## src/sfb_pkg.sv

```systemverilog
// shared constants, types and command decode for the serial flash bus front end
package sfb_pkg;

  // ----------------------------------------------------------------
  // command codes
  // ----------------------------------------------------------------
  localparam logic [7:0] CMD_READ3 = 8'h03;
  localparam logic [7:0] CMD_READ4 = 8'h13;
  localparam logic [7:0] CMD_FAST3 = 8'h0b;
  localparam logic [7:0] CMD_FAST4 = 8'h0c;
  localparam logic [7:0] CMD_QOUT3 = 8'h6b;
  localparam logic [7:0] CMD_QOUT4 = 8'h6c;
  localparam logic [7:0] CMD_QIO3 = 8'heb;
  localparam logic [7:0] CMD_QIO4 = 8'hec;
  localparam logic [7:0] CMD_QDDR3 = 8'hed;
  localparam logic [7:0] CMD_QDDR4 = 8'hee;
  localparam logic [7:0] CMD_PROG3 = 8'h02;
  localparam logic [7:0] CMD_PROG4 = 8'h12;
  localparam logic [7:0] CMD_QPROG3 = 8'h32;
  localparam logic [7:0] CMD_QPROG4 = 8'h34;
  localparam logic [7:0] CMD_XQPROG3 = 8'hc2;
  localparam logic [7:0] CMD_XQPROG4 = 8'h3e;
  localparam logic [7:0] CMD_WR_VCFG = 8'h81;
  localparam logic [7:0] CMD_FOUR_ON = 8'h38;
  localparam logic [7:0] CMD_FOUR_OFF = 8'hff;
  localparam logic [7:0] CMD_RST_EN = 8'h66;
  localparam logic [7:0] CMD_RST = 8'h99;
  localparam logic [7:0] CMD_PDOWN = 8'hb9;
  localparam logic [7:0] CMD_PDOWN_EXIT = 8'hab;

  // ----------------------------------------------------------------
  // configuration byte 0
  // ----------------------------------------------------------------
  localparam logic [7:0] VCFG0_RST = 8'hff;
  localparam logic [7:0] VCFG0_DDR_A = 8'he7;
  localparam logic [7:0] VCFG0_DDR_B = 8'hc7;
  localparam int DQS_EN_BIT = 1;

  // ----------------------------------------------------------------
  // counts and timing
  // ----------------------------------------------------------------
  localparam logic [5:0] BYTE_BITS = 6'd8;
  localparam logic [5:0] ADDR3_BITS = 6'd24;
  localparam logic [5:0] ADDR4_BITS = 6'd32;
  localparam logic [5:0] DUMMY_CYC = 6'd8;
  localparam int CLK_PERIOD_NS = 4;
  localparam int MIN_CLEAR_LOW_NS = 100;
  localparam logic [7:0] MIN_CLEAR_LOW_CYC =
    8'((MIN_CLEAR_LOW_NS + CLK_PERIOD_NS - 1) / CLK_PERIOD_NS);

  // ----------------------------------------------------------------
  // types
  // ----------------------------------------------------------------
  typedef enum logic [2:0] {ST_CMD, ST_ADDR, ST_DUMMY, ST_OUT, ST_IN, ST_IGNORE} sfb_state_t;

  // pins that cross into the clk domain together
  typedef struct packed {
    logic cs_n;
    logic sclk;
    logic clear_n;
    logic [3:0] io;
  } sfb_pins_t;

  localparam sfb_pins_t PINS_IDLE = '{cs_n: 1'b1, sclk: 1'b0, clear_n: 1'b1, io: 4'h0};

  // shape of one command
  typedef struct packed {
    logic has_addr;
    logic addr4;
    logic quad_addr;
    logic quad_data;
    logic ddr;
    logic dummy;
    logic rd;
    logic wr;
  } sfb_cmd_t;

  // ----------------------------------------------------------------
  // decode of opcodes that carry an address
  // ----------------------------------------------------------------
  function automatic sfb_cmd_t sfb_decode(input logic [7:0] op);
    sfb_cmd_t c;
    c = '0;
    case (op)
      CMD_READ3, CMD_READ4, CMD_FAST3, CMD_FAST4, CMD_QOUT3, CMD_QOUT4:
      begin
        c.has_addr = 1'b1;
        c.rd = 1'b1;
        c.dummy = (op != CMD_READ3) && (op != CMD_READ4);
        c.quad_data = (op == CMD_QOUT3) || (op == CMD_QOUT4);
      end
      CMD_QIO3, CMD_QIO4, CMD_QDDR3, CMD_QDDR4:
      begin
        c.has_addr = 1'b1;
        c.rd = 1'b1;
        c.dummy = 1'b1;
        c.quad_addr = 1'b1;
        c.quad_data = 1'b1;
        c.ddr = (op == CMD_QDDR3) || (op == CMD_QDDR4);
      end
      CMD_PROG3, CMD_PROG4, CMD_QPROG3, CMD_QPROG4, CMD_XQPROG3, CMD_XQPROG4, CMD_WR_VCFG:
      begin
        c.has_addr = 1'b1;
        c.wr = 1'b1;
        c.quad_data = (op != CMD_PROG3) && (op != CMD_PROG4) && (op != CMD_WR_VCFG);
        c.quad_addr = (op == CMD_XQPROG3) || (op == CMD_XQPROG4);
      end
      default:
      begin
        c = '0;
      end
    endcase
    c.addr4 = (op == CMD_READ4) || (op == CMD_FAST4) || (op == CMD_QOUT4) ||
      (op == CMD_QIO4) || (op == CMD_QDDR4) || (op == CMD_PROG4) ||
      (op == CMD_QPROG4) || (op == CMD_XQPROG4);
    return c;
  endfunction

endpackage

```

## src/sfb_sync.sv

```systemverilog
// two-stage synchroniser for pins entering the clk domain
`timescale 1ns/1ps
`default_nettype none

module sfb_sync #(
  parameter int W = 1,
  parameter logic [W-1:0] RST_VAL = '0
) (
  input wire logic clk,
  input wire logic srst,
  input wire logic [W-1:0] d,
  output logic [W-1:0] q
);

  // ----------------------------------------------------------------
  // one synchroniser per bit
  // ----------------------------------------------------------------
  genvar i;
  generate
    for (i = 0; i < W; i++)
    begin : g_bit
      logic meta_r; // first stage, read only by the second
      logic sync_r; // second stage
      always_ff @(posedge clk)
      begin
        if (srst)
        begin
          meta_r <= RST_VAL[i];
          sync_r <= RST_VAL[i];
        end
        else
        begin
          meta_r <= d[i];
          sync_r <= meta_r;
        end
      end
      assign q[i] = sync_r;
    end
  endgenerate

endmodule // sfb_sync

`default_nettype wire

```

## src/sfb_ctrl.sv

```systemverilog
// serial flash bus front end: command, address, data phases and mode state
// Notes on behaviour
// - works with clock idling low or high
// - sample on rising, shift out on falling
// - quad read and program commands move nibbles
// - quad commands turn io0/io1 bidirectional
// - double-edge quad read drives both edges
// - 38h enters, ffh leaves four-wire mode
// - four-wire mode takes opcode on four lines
// - power-up and 66h+99h give single mode
// - e7h/c7h to byte 0 via 81h
// - double-edge mode opcode on rising edges only
// - double-edge mode address/data on both edges
// - long clear pulse restores volatile defaults
// - clear pin overrides every state
// - flag low per corrected 8-byte group
// - flag pin only drives low
// - strobe enabled by default during reads
// - strobe low on select, toggles with data
// - strobe toggles at serial clock rate
// - strobe disabled leaves pin undriven
// - power-down ignores all but exit and reset
`timescale 1ns/1ps
`default_nettype none

module sfb_ctrl
  import sfb_pkg::*;
(
  input wire logic clk,
  input wire logic srst,
  input wire logic cs_n,
  input wire logic sclk,
  input wire logic clear_n,
  input wire logic [3:0] io_in,
  output logic [3:0] io_out,
  output logic [3:0] io_oe,
  output logic dqs_out,
  output logic dqs_oe,
  output logic correction_flag_n_out,
  output logic correction_flag_n_oe,
  input wire logic nv_dqs_disable,
  input wire logic [7:0] rd_byte,
  input wire logic rd_sec,
  output logic rd_next,
  output logic [31:0] addr,
  output logic addr_valid,
  output logic [7:0] wr_byte,
  output logic wr_strobe,
  output logic four_wire_command_mode,
  output logic double_edge_mode,
  output logic deep_power_down
);

  // ----------------------------------------------------------------
  // pin synchronisation
  // ----------------------------------------------------------------
  sfb_pins_t pins_raw; // pins as they arrive
  sfb_pins_t pins_s; // pins in the clk domain
  assign pins_raw = '{cs_n: cs_n, sclk: sclk, clear_n: clear_n, io: io_in};

  sfb_sync #(.W($bits(sfb_pins_t)), .RST_VAL(PINS_IDLE)) u_sync (
    .clk(clk),
    .srst(srst),
    .d(pins_raw),
    .q(pins_s)
  );

  // ----------------------------------------------------------------
  // clear pin low-time counter
  // ----------------------------------------------------------------
  logic [7:0] clr_cnt_r; // cycles the clear pin has been low
  logic [7:0] clr_cnt_nxt;
  logic clear_hit; // clear pin low long enough

  // count low time, saturating at the minimum
  always_comb
  begin
    clear_hit = !pins_s.clear_n && (clr_cnt_r >= MIN_CLEAR_LOW_CYC - 8'd1);
    if (pins_s.clear_n)
      clr_cnt_nxt = 8'h00;
    else if (clr_cnt_r == MIN_CLEAR_LOW_CYC)
      clr_cnt_nxt = clr_cnt_r;
    else
      clr_cnt_nxt = clr_cnt_r + 8'h01;
  end

  // register the counter
  always_ff @(posedge clk)
  begin
    if (srst)
      clr_cnt_r <= 8'h00;
    else
      clr_cnt_r <= clr_cnt_nxt;
  end

  // ----------------------------------------------------------------
  // transfer engine and mode state
  // ----------------------------------------------------------------
  sfb_state_t state_r, state_nxt; // transfer phase
  sfb_cmd_t cmd_r, cmd_nxt; // shape of current command
  logic [7:0] op_r, op_nxt; // current opcode
  logic [31:0] sr_r, sr_nxt; // receive shifter
  logic [5:0] cnt_r, cnt_nxt; // bits or cycles of current phase
  logic [7:0] obyte_r, obyte_nxt; // remainder of byte being sent
  logic [2:0] ocnt_r, ocnt_nxt; // bits of byte already sent
  logic [2:0] grp_r, grp_nxt; // byte within 8-byte group
  logic out_go_r, out_go_nxt; // first output unit has been driven
  logic sclk_prev_r, sclk_prev_nxt; // sclk one cycle ago
  logic four_r, four_nxt; // four-wire command mode
  logic [7:0] vcfg0_r, vcfg0_nxt; // volatile configuration byte 0
  logic ddr_mode_r, ddr_mode_nxt; // double-edge quad mode
  logic pdown_r, pdown_nxt; // deep power-down
  logic rst_en_r, rst_en_nxt; // reset armed by 66h
  logic [3:0] io_out_r, io_out_nxt;
  logic [3:0] io_oe_r, io_oe_nxt;
  logic dqs_r, dqs_nxt;
  logic dqs_oe_r, dqs_oe_nxt;
  logic ecs_oe_r, ecs_oe_nxt; // pulls correction flag low
  logic rd_next_r, rd_next_nxt;
  logic [31:0] addr_r, addr_nxt;
  logic addr_valid_r, addr_valid_nxt;
  logic [7:0] wr_byte_r, wr_byte_nxt;
  logic wr_strobe_r, wr_strobe_nxt;
  logic rise, fall; // sclk edges seen in clk domain
  logic cap_quad, cap_edge, oedge; // lane width and capture moments
  logic [31:0] sr_shift; // shifter with the new unit taken
  logic [5:0] cnt_inc; // bit count after the new unit
  logic cmd_done; // opcode complete this cycle
  logic [7:0] cmd_op; // opcode being completed
  logic dqs_enable; // strobe function on
  sfb_cmd_t dec;
  logic [7:0] byte_v;

  assign rise = pins_s.sclk && !sclk_prev_r;
  assign fall = !pins_s.sclk && sclk_prev_r;
  assign dqs_enable = !nv_dqs_disable && vcfg0_r[DQS_EN_BIT];

  // next-state logic for the whole transfer
  always_comb
  begin
    state_nxt = state_r;
    cmd_nxt = cmd_r;
    op_nxt = op_r;
    sr_nxt = sr_r;
    cnt_nxt = cnt_r;
    obyte_nxt = obyte_r;
    ocnt_nxt = ocnt_r;
    grp_nxt = grp_r;
    out_go_nxt = out_go_r;
    sclk_prev_nxt = pins_s.sclk;
    four_nxt = four_r;
    vcfg0_nxt = vcfg0_r;
    pdown_nxt = pdown_r;
    rst_en_nxt = rst_en_r;
    io_out_nxt = io_out_r;
    io_oe_nxt = io_oe_r;
    ecs_oe_nxt = ecs_oe_r;
    addr_nxt = addr_r;
    wr_byte_nxt = wr_byte_r;
    rd_next_nxt = 1'b0;
    addr_valid_nxt = 1'b0;
    wr_strobe_nxt = 1'b0;
    cmd_done = 1'b0;
    dec = '0;
    byte_v = obyte_r;
    // lane width and capture edge per phase
    case (state_r)
      ST_CMD:
      begin
        cap_quad = four_r || ddr_mode_r;
        cap_edge = rise;
      end
      ST_ADDR:
      begin
        cap_quad = cmd_r.quad_addr;
        // double-edge address opens on the rise after the opcode, not the fall before it
        cap_edge = rise || (cmd_r.ddr && fall && cnt_r != 6'd0);
      end
      ST_IN:
      begin
        cap_quad = cmd_r.quad_data;
        cap_edge = rise || (cmd_r.ddr && fall);
      end
      default:
      begin
        cap_quad = 1'b0;
        cap_edge = 1'b0;
      end
    endcase
    // double-edge data opens on a rise, so the first strobe rise marks the first unit
    oedge = cmd_r.ddr ? (rise || (fall && out_go_r)) : fall;
    sr_shift = cap_quad ? {sr_r[27:0], pins_s.io} : {sr_r[30:0], pins_s.io[0]};
    cnt_inc = cnt_r + (cap_quad ? 6'd4 : 6'd1);
    cmd_op = sr_shift[7:0];
    if (!pins_s.cs_n)
    begin
      case (state_r)
        // opcode collection
        ST_CMD:
        begin
          if (cap_edge)
          begin
            sr_nxt = sr_shift;
            cnt_nxt = cnt_inc;
            if (cnt_inc == BYTE_BITS)
            begin
              cmd_done = 1'b1;
              cnt_nxt = 6'd0;
              op_nxt = cmd_op;
              state_nxt = ST_IGNORE;
              rst_en_nxt = 1'b0;
              dec = sfb_decode(cmd_op);
              if (!pdown_r || cmd_op == CMD_PDOWN_EXIT || cmd_op == CMD_RST_EN ||
                cmd_op == CMD_RST)
              begin
                case (cmd_op)
                  CMD_RST_EN: rst_en_nxt = 1'b1;
                  CMD_RST:
                  begin
                    if (rst_en_r)
                    begin
                      four_nxt = 1'b0;
                      vcfg0_nxt = VCFG0_RST;
                      pdown_nxt = 1'b0;
                    end
                  end
                  CMD_FOUR_ON: four_nxt = 1'b1;
                  CMD_FOUR_OFF: four_nxt = 1'b0;
                  CMD_PDOWN: pdown_nxt = 1'b1;
                  CMD_PDOWN_EXIT: pdown_nxt = 1'b0;
                  default:
                  begin
                    if (dec.has_addr)
                    begin
                      cmd_nxt = dec;
                      cmd_nxt.quad_addr = dec.quad_addr || four_r || ddr_mode_r;
                      cmd_nxt.quad_data = dec.quad_data || four_r || ddr_mode_r;
                      cmd_nxt.ddr = dec.ddr || ddr_mode_r;
                      state_nxt = ST_ADDR;
                    end
                  end
                endcase
              end
            end
          end
        end
        // address collection
        ST_ADDR:
        begin
          if (cap_edge)
          begin
            sr_nxt = sr_shift;
            cnt_nxt = cnt_inc;
            if (cnt_inc == (cmd_r.addr4 ? ADDR4_BITS : ADDR3_BITS))
            begin
              cnt_nxt = 6'd0;
              addr_nxt = cmd_r.addr4 ? sr_shift : {8'h00, sr_shift[23:0]};
              addr_valid_nxt = 1'b1;
              if (cmd_r.dummy)
                state_nxt = ST_DUMMY;
              else if (cmd_r.rd)
                state_nxt = ST_OUT;
              else
                state_nxt = ST_IN;
            end
          end
        end
        // dummy clocks before read data
        ST_DUMMY:
        begin
          if (rise)
          begin
            cnt_nxt = cnt_r + 6'd1;
            if (cnt_r + 6'd1 == DUMMY_CYC)
            begin
              cnt_nxt = 6'd0;
              state_nxt = ST_OUT;
            end
          end
        end
        // read data out
        ST_OUT:
        begin
          if (oedge)
          begin
            out_go_nxt = 1'b1;
            if (ocnt_r == 3'd0)
            begin
              byte_v = rd_byte;
              rd_next_nxt = 1'b1;
              grp_nxt = grp_r + 3'd1;
              if (grp_r == 3'd0)
                ecs_oe_nxt = rd_sec;
            end
            if (cmd_r.quad_data)
            begin
              io_out_nxt = byte_v[7:4];
              obyte_nxt = {byte_v[3:0], 4'h0};
              ocnt_nxt = ocnt_r + 3'd4;
              io_oe_nxt = 4'hf;
            end
            else
            begin
              io_out_nxt = {2'b00, byte_v[7], 1'b0};
              obyte_nxt = {byte_v[6:0], 1'b0};
              ocnt_nxt = ocnt_r + 3'd1;
              io_oe_nxt = 4'b0010;
            end
          end
        end
        // write data in
        ST_IN:
        begin
          if (cap_edge)
          begin
            sr_nxt = sr_shift;
            cnt_nxt = cnt_inc;
            if (cnt_inc == BYTE_BITS)
            begin
              cnt_nxt = 6'd0;
              if (op_r == CMD_WR_VCFG)
              begin
                if (addr_r == 32'h0000_0000)
                  vcfg0_nxt = sr_shift[7:0];
                state_nxt = ST_IGNORE;
              end
              else
              begin
                wr_byte_nxt = sr_shift[7:0];
                wr_strobe_nxt = 1'b1;
              end
            end
          end
        end
        ST_IGNORE:
        begin
          state_nxt = ST_IGNORE;
        end
        default:
        begin
          state_nxt = ST_CMD;
        end
      endcase
    end
    else
    begin
      // deselected: drop partial command, release lines
      state_nxt = ST_CMD;
      cnt_nxt = 6'd0;
      ocnt_nxt = 3'd0;
      grp_nxt = 3'd0;
      out_go_nxt = 1'b0;
      io_oe_nxt = 4'h0;
      ecs_oe_nxt = 1'b0;
    end
    // hardware clear overrides everything
    if (clear_hit)
    begin
      state_nxt = ST_CMD;
      cnt_nxt = 6'd0;
      ocnt_nxt = 3'd0;
      grp_nxt = 3'd0;
      out_go_nxt = 1'b0;
      four_nxt = 1'b0;
      vcfg0_nxt = VCFG0_RST;
      pdown_nxt = 1'b0;
      rst_en_nxt = 1'b0;
      io_oe_nxt = 4'h0;
      ecs_oe_nxt = 1'b0;
      rd_next_nxt = 1'b0;
      wr_strobe_nxt = 1'b0;
      addr_valid_nxt = 1'b0;
    end
    ddr_mode_nxt = (vcfg0_nxt == VCFG0_DDR_A) || (vcfg0_nxt == VCFG0_DDR_B);
    dqs_oe_nxt = !pins_s.cs_n && dqs_enable;
    dqs_nxt = out_go_nxt && pins_s.sclk;
  end

  // register the transfer state
  always_ff @(posedge clk)
  begin
    if (srst)
    begin
      state_r <= ST_CMD;
      cmd_r <= '0;
      op_r <= 8'h00;
      sr_r <= 32'h0000_0000;
      cnt_r <= 6'd0;
      obyte_r <= 8'h00;
      ocnt_r <= 3'd0;
      grp_r <= 3'd0;
      out_go_r <= 1'b0;
      sclk_prev_r <= 1'b0;
      four_r <= 1'b0;
      vcfg0_r <= VCFG0_RST;
      ddr_mode_r <= 1'b0;
      pdown_r <= 1'b0;
      rst_en_r <= 1'b0;
      io_out_r <= 4'h0;
      io_oe_r <= 4'h0;
      dqs_r <= 1'b0;
      dqs_oe_r <= 1'b0;
      ecs_oe_r <= 1'b0;
      rd_next_r <= 1'b0;
      addr_r <= 32'h0000_0000;
      addr_valid_r <= 1'b0;
      wr_byte_r <= 8'h00;
      wr_strobe_r <= 1'b0;
    end
    else
    begin
      state_r <= state_nxt;
      cmd_r <= cmd_nxt;
      op_r <= op_nxt;
      sr_r <= sr_nxt;
      cnt_r <= cnt_nxt;
      obyte_r <= obyte_nxt;
      ocnt_r <= ocnt_nxt;
      grp_r <= grp_nxt;
      out_go_r <= out_go_nxt;
      sclk_prev_r <= sclk_prev_nxt;
      four_r <= four_nxt;
      vcfg0_r <= vcfg0_nxt;
      ddr_mode_r <= ddr_mode_nxt;
      pdown_r <= pdown_nxt;
      rst_en_r <= rst_en_nxt;
      io_out_r <= io_out_nxt;
      io_oe_r <= io_oe_nxt;
      dqs_r <= dqs_nxt;
      dqs_oe_r <= dqs_oe_nxt;
      ecs_oe_r <= ecs_oe_nxt;
      rd_next_r <= rd_next_nxt;
      addr_r <= addr_nxt;
      addr_valid_r <= addr_valid_nxt;
      wr_byte_r <= wr_byte_nxt;
      wr_strobe_r <= wr_strobe_nxt;
    end
  end

  // ----------------------------------------------------------------
  // outputs
  // ----------------------------------------------------------------
  assign io_out = io_out_r;
  assign io_oe = io_oe_r;
  assign dqs_out = dqs_r;
  assign dqs_oe = dqs_oe_r;
  assign correction_flag_n_out = 1'b0;
  assign correction_flag_n_oe = ecs_oe_r;
  assign rd_next = rd_next_r;
  assign addr = addr_r;
  assign addr_valid = addr_valid_r;
  assign wr_byte = wr_byte_r;
  assign wr_strobe = wr_strobe_r;
  assign four_wire_command_mode = four_r;
  assign double_edge_mode = ddr_mode_r;
  assign deep_power_down = pdown_r;
endmodule // sfb_ctrl

`default_nettype wire

```

## config.mk

```make
export PLATFORM = sky130hd
export DESIGN_NAME = sfb_ctrl
export DESIGN_NICKNAME = d
export VERILOG_FILES = /design/src/sfb_pkg.sv /design/src/sfb_sync.sv /design/src/sfb_ctrl.sv
export SDC_FILE = /design/constraint.sdc
export NUM_CORES = 1
export LEC_CHECK = 0
export ABC_CLOCK_PERIOD_IN_PS = 6500
export BUFFER_PORTS_ARGS = -buffer_cell sky130_fd_sc_hd__buf_2
export CORE_MARGIN = 10
export CORE_UTILIZATION = 35
export CTS_CLUSTER_DIAMETER = 50
export DETAILED_ROUTE_END_ITERATION = 7
export PLACE_DENSITY = 0.58
export SLEW_MARGIN = 20
export SYNTH_ARGS = -nofsm -noshare
export SYNTH_HDL_FRONTEND = slang
export SYNTH_SLANG_ARGS = --single-unit
```

## constraint.sdc

```tcl
create_clock -name clk -period 6.5 [get_ports clk]
set_input_delay 0 -clock clk [delete_from_list [all_inputs] [get_ports clk]]
set_output_delay 0 -clock clk [all_outputs]
set_load 0.05 [all_outputs]
```

==> impl_metrics.json <==
{
  "syn2layout_area_growth_pct": 14.0,
  "min_period_ps": 5110,
  "syn_inst": 943,
  "maxSlewViolCount": 0,
  "dr_total_vias": 6813,
  "routedWlPerCell_um": 16.9,
  "max-slew-margin-rel": 0.418,
  "cts.path.max_buffers": 2,
  "synth_top_cell_by_area": "dfxtp_1",
  "viasPerCell": 5.34,
  "pwr-share-comb": 0.027,
  "cp_slowest_cell": "a32o_2",
  "synthFlopType": "dfxtp_1",
  "power_mw": 2.00,
  "htreeDepth": 4,
  "required_ps": 6790,
  "met3_usage": 0.0339,
  "grt_pass1_wl_mm": 35.4,
  "multiInputGateArea_um2": 4460,
  "arrival_ps": 5410,
  "cts_sinks": 154,
  "initial_core_util": 0.354,
  "setup_viol": 0,
  "dp_hpwl_mm": 14.7,
  "fin_tns_setup_ps": 0,
  "synth.top_cell.area_share": 0.387,
  "maxCapViolCount": 0,
  "fin_crit_sh": 0.787,
  "top_level_ports": 77,
  "coreArea_um2": 22500,
  "synth_xor_xnor_area_share": 0.0143,
  "min_path_type": "primary input to flop",
  "fin_util": 0.404,
  "synthMuxAreaShare": 0.101,
  "place_congestion": 0.867,
  "critPathLaunchType": "flop",
  "portBuffers": 75,
  "dpl_cell_area_um2": 8400,
  "r2r-start": "state_r[0]",
  "fillers": 2252,
  "rsz0062_at_grt": "false",
  "ff2ff_path_depth": 11,
  "drt_first_pass_iters": 5,
  "synthAdderAreaFrac": 0.0188,
  "fin_ws_ps": 1390,
  "clk_pin_slew_ps": 70,
  "first_global_vias": 6624,
  "syn_area_um2": 7970,
  "swShare": 0.234,
  "antenna_found_initial": 0,
  "crit_fanout": 55,
  "fin_area_um2": 9090,
  "routed_wl_mm": 21.6,
  "seq_area_frac_synth": 0.387,
  "internal-power_mw": 1.53,
  "power_density_nw_per_um2": 220,
  "cts_root_buf": "clkbuf_16",
  "crit_type": "flop to flop",
  "slowest_delay_ps": 780,
  "die-area_um2": 29200,
  "cts_tree": "done",
  "async_flop_share": 0,
  "drive_gt1_frac": 0.155,
  "globalRouteMet2Util": 0.231,
  "grt_use_met1": 0.200,
  "die_y_um": 171,
  "ys_types": 75,
  "pre_cts_ws_ps": 1500,
  "regToRegSetupSlack_ps": 1390,
  "peakVddDrop_mv": 0.157,
  "crit_buf_inv": 1,
  "grt_max_degree": 73,
  "synth_nets": 974,
  "hold_viol_final": 0,
  "cp.depth": 11,
  "cts_buffers": 17,
  "critPathTopFamily": "simple AND/OR/NAND/NOR gates",
  "power_switching_uw": 466,
  "dp_cells": 1233,
  "n_antenna_cell": 0,
  "crit_start": "state_r[0]",
  "clkLatencyLatePin_ps": 430,
  "avgSynthCellArea_um2": 8.45,
  "layout.nets": 1008,
  "yosys-top-cells-area": "dfxtp_1 (39%), mux2i_1 (8.2%), a211oi_1 (6.7%), nor2_1 (6.5%), nand2_1 (3.1%)",
  "synth_edf_count": 0,
  "overflow": 0,
  "fin_worst_skew_ps": 14.3,
  "yosys_register_bits": 154,
  "critPathCaptureType": "flop",
  "postRouteAntennaNets": 0,
  "busiest_layer": "met2",
  "grt_usage": 0.150,
  "synth_compound_area_frac": 0.165,
  "seq_area_um2": 3080,
  "max_clock_freq_mhz": 196,
  "worst_slew_pin_slew_ps": 849,
  "cts_setup_buffers": 0,
  "crit_path_end": "addr[26]",
  "whs_ps": 24.7,
  "crit_chain": "nor3b_1 -> a32o_2 -> ha_1 -> a31oi_1 -> xor2_1 -> or4b_1 -> and2_1 -> nor3b_2 -> buf_4 -> mux2i_1 -> nor2_1",
  "synth_top_family_by_area": "simple AND/OR/NAND/NOR gates",
  "p_leak_nw": 3.41,
  "status": "finished, final reports clean",
  "synth_warnings": 0,
  "final_cells": 1275,
  "p_clk_frac": 0.494,
  "row_count": 55,
  "drc": 0,
  "synthSimpleGateAreaFrac": 0.257,
  "seq_power_share": 0.479,
  "r2r-end": "addr[26]",
  "drt_iter0_markers": 445,
  "die_w_um": 171
}
==> tightest hold or removal path: cells and delay by family <==
kind	cells	cell delay, ps
compound gates	1	50
simple gates	2	200
buf+inv	1	80
mux	1	70
==> how the worst min path moves through the flow <==
stage | start | endpoint | slack [ps] | depth (start not counted)
after floorplan | nv_dqs_disable | dqs_oe | 80 | 1
after global placement | nv_dqs_disable | dqs_oe | 190 | 2
after detailed placement | nv_dqs_disable | dqs_oe | 180 | 2
after CTS | rd_byte[7] | io_out[3] | 20 | 4
after global routing | rd_byte[6] | obyte_r[7] | 30 | 4
final | rd_byte[3] | obyte_r[4] | 20 | 5
==> logic make-up after synthesis <==
family                     after synthesis
other                                    1
adders and majority gates               12
AOI/OAI and AO/OA                      193
buffers and inverters                   95
xor gates and xnor gates                13
and+or+nand+nor                        397
muxes                                   78
DFF                                    154
==> layer usage <==
| metal | part of all wire | wire, µm |
|---|---|---|
| met5 | 0 | 0 |
| met4 | 0.018 | 387 |
| met3 | 0.044 | 959 |
| met2 | 0.45 | 9680 |
| met1 | 0.49 | 10500 |
==> state kept, by name, indices dropped and copies added, names as in the netlist, 2 cells and up <==
register / flops
cnt_r: 6
ocnt_r: 3
grp_r: 3
io_out: 4
obyte_r: 7
sr_r: 31
addr: 32
io_oe: 2
state_r: 3
cmd_r: 6
clr_cnt_r: 8
op_r: 8
u_sync.g_bit.sync_r: 7
wr_byte: 8
vcfg0_r: 7
u_sync.g_bit.meta_r: 7
==> layout by cell type (no fill, tap or decap), types with 4 or more instances in the layout <==
cell / synthesis / layout
dfxtp_1: 154 / 154
nor2_1: 137 / 137
buf_2: 13 / 74
a211oi_1: 71 / 70
nand2_1: 66 / 66
mux2i_1: 65 / 65
a21oi_1: 46 / 46
nor2b_1: 28 / 28
nand2b_1: 26 / 26
nand3_1: 24 / 24
nor3_1: 20 / 20
inv_1: 17 / 17
nor4_1: 17 / 17
clkbuf_16: 0 / 17
o21ai_0: 14 / 14
nand3b_1: 12 / 12
ha_1: 12 / 12
or2_2: 11 / 11
a31oi_1: 11 / 11
mux2_2: 10 / 10
dlygate4sd3_1: 0 / 10
and2_1: 8 / 8
buf_4: 8 / 8
xnor2_1: 7 / 7
nand4_1: 7 / 7
xor2_1: 6 / 6
o22ai_1: 6 / 6
or3_1: 5 / 5
and3_1: 5 / 5
o211ai_1: 5 / 5
nor4b_1: 5 / 5
o31ai_1: 4 / 4
o21bai_1: 4 / 4
inv_6: 0 / 4
==> final cells by class <==
cell class                      instances  share of cell area
Inverter                               18             0.00799
Tap cell                              285              0.0392
Sequential cell                       154               0.339
Clock buffer                           20              0.0503
Clock inverter                         12              0.0140
Timing Repair Buffer                   92              0.0584
Multi-Input combinational cell        694               0.491
==> synth_stat cells (3+ instances only) <==
cell type	count
mux2_4	3
nand2_1	66
nand3_1	24
o31ai_1	4
nor4b_1	5
a311oi_1	3
nor4_4	3
nand4_1	7
nor2_1	137
or3_1	5
nor3b_1	4
nand4b_1	3
xnor2_1	7
mux2i_1	65
and3_1	5
buf_4	8
and2_1	8
nor3_1	20
dfxtp_1	154
inv_1	17
clkbuf_1	49
o211ai_1	5
mux2_2	10
nor2b_1	28
or2_2	11
xor2_1	6
or4_1	3
a21oi_1	46
nand3b_1	12
nor4_1	17
o21bai_1	4
o21ai_0	14
nand2b_1	26
a211oi_1	71
buf_6	5
a31oi_1	11
o22ai_1	6
buf_2	13
ha_1	12
==> power by group through the flow <==
stage | Sequential, mW | Clock, mW | Combinational (mW)
floorplan | 0.973 | 0 | 0.0361
global placement | 0.977 | 0 | 0.0491
detailed placement | 0.977 | 0 | 0.0487
CTS | 0.956 | 1.01 | 0.0537
global route | 0.956 | 1.05 | 0.0587
finish | 0.956 | 0.986 | 0.0533
==> timing repair <==
item	in CTS	in global routing
endpoints found under the setup margin	0	0
hold buffers	10	0
hold endpoints to repair	11	0
gates resized for setup	0	0
(Power assumes the default switching activity.)
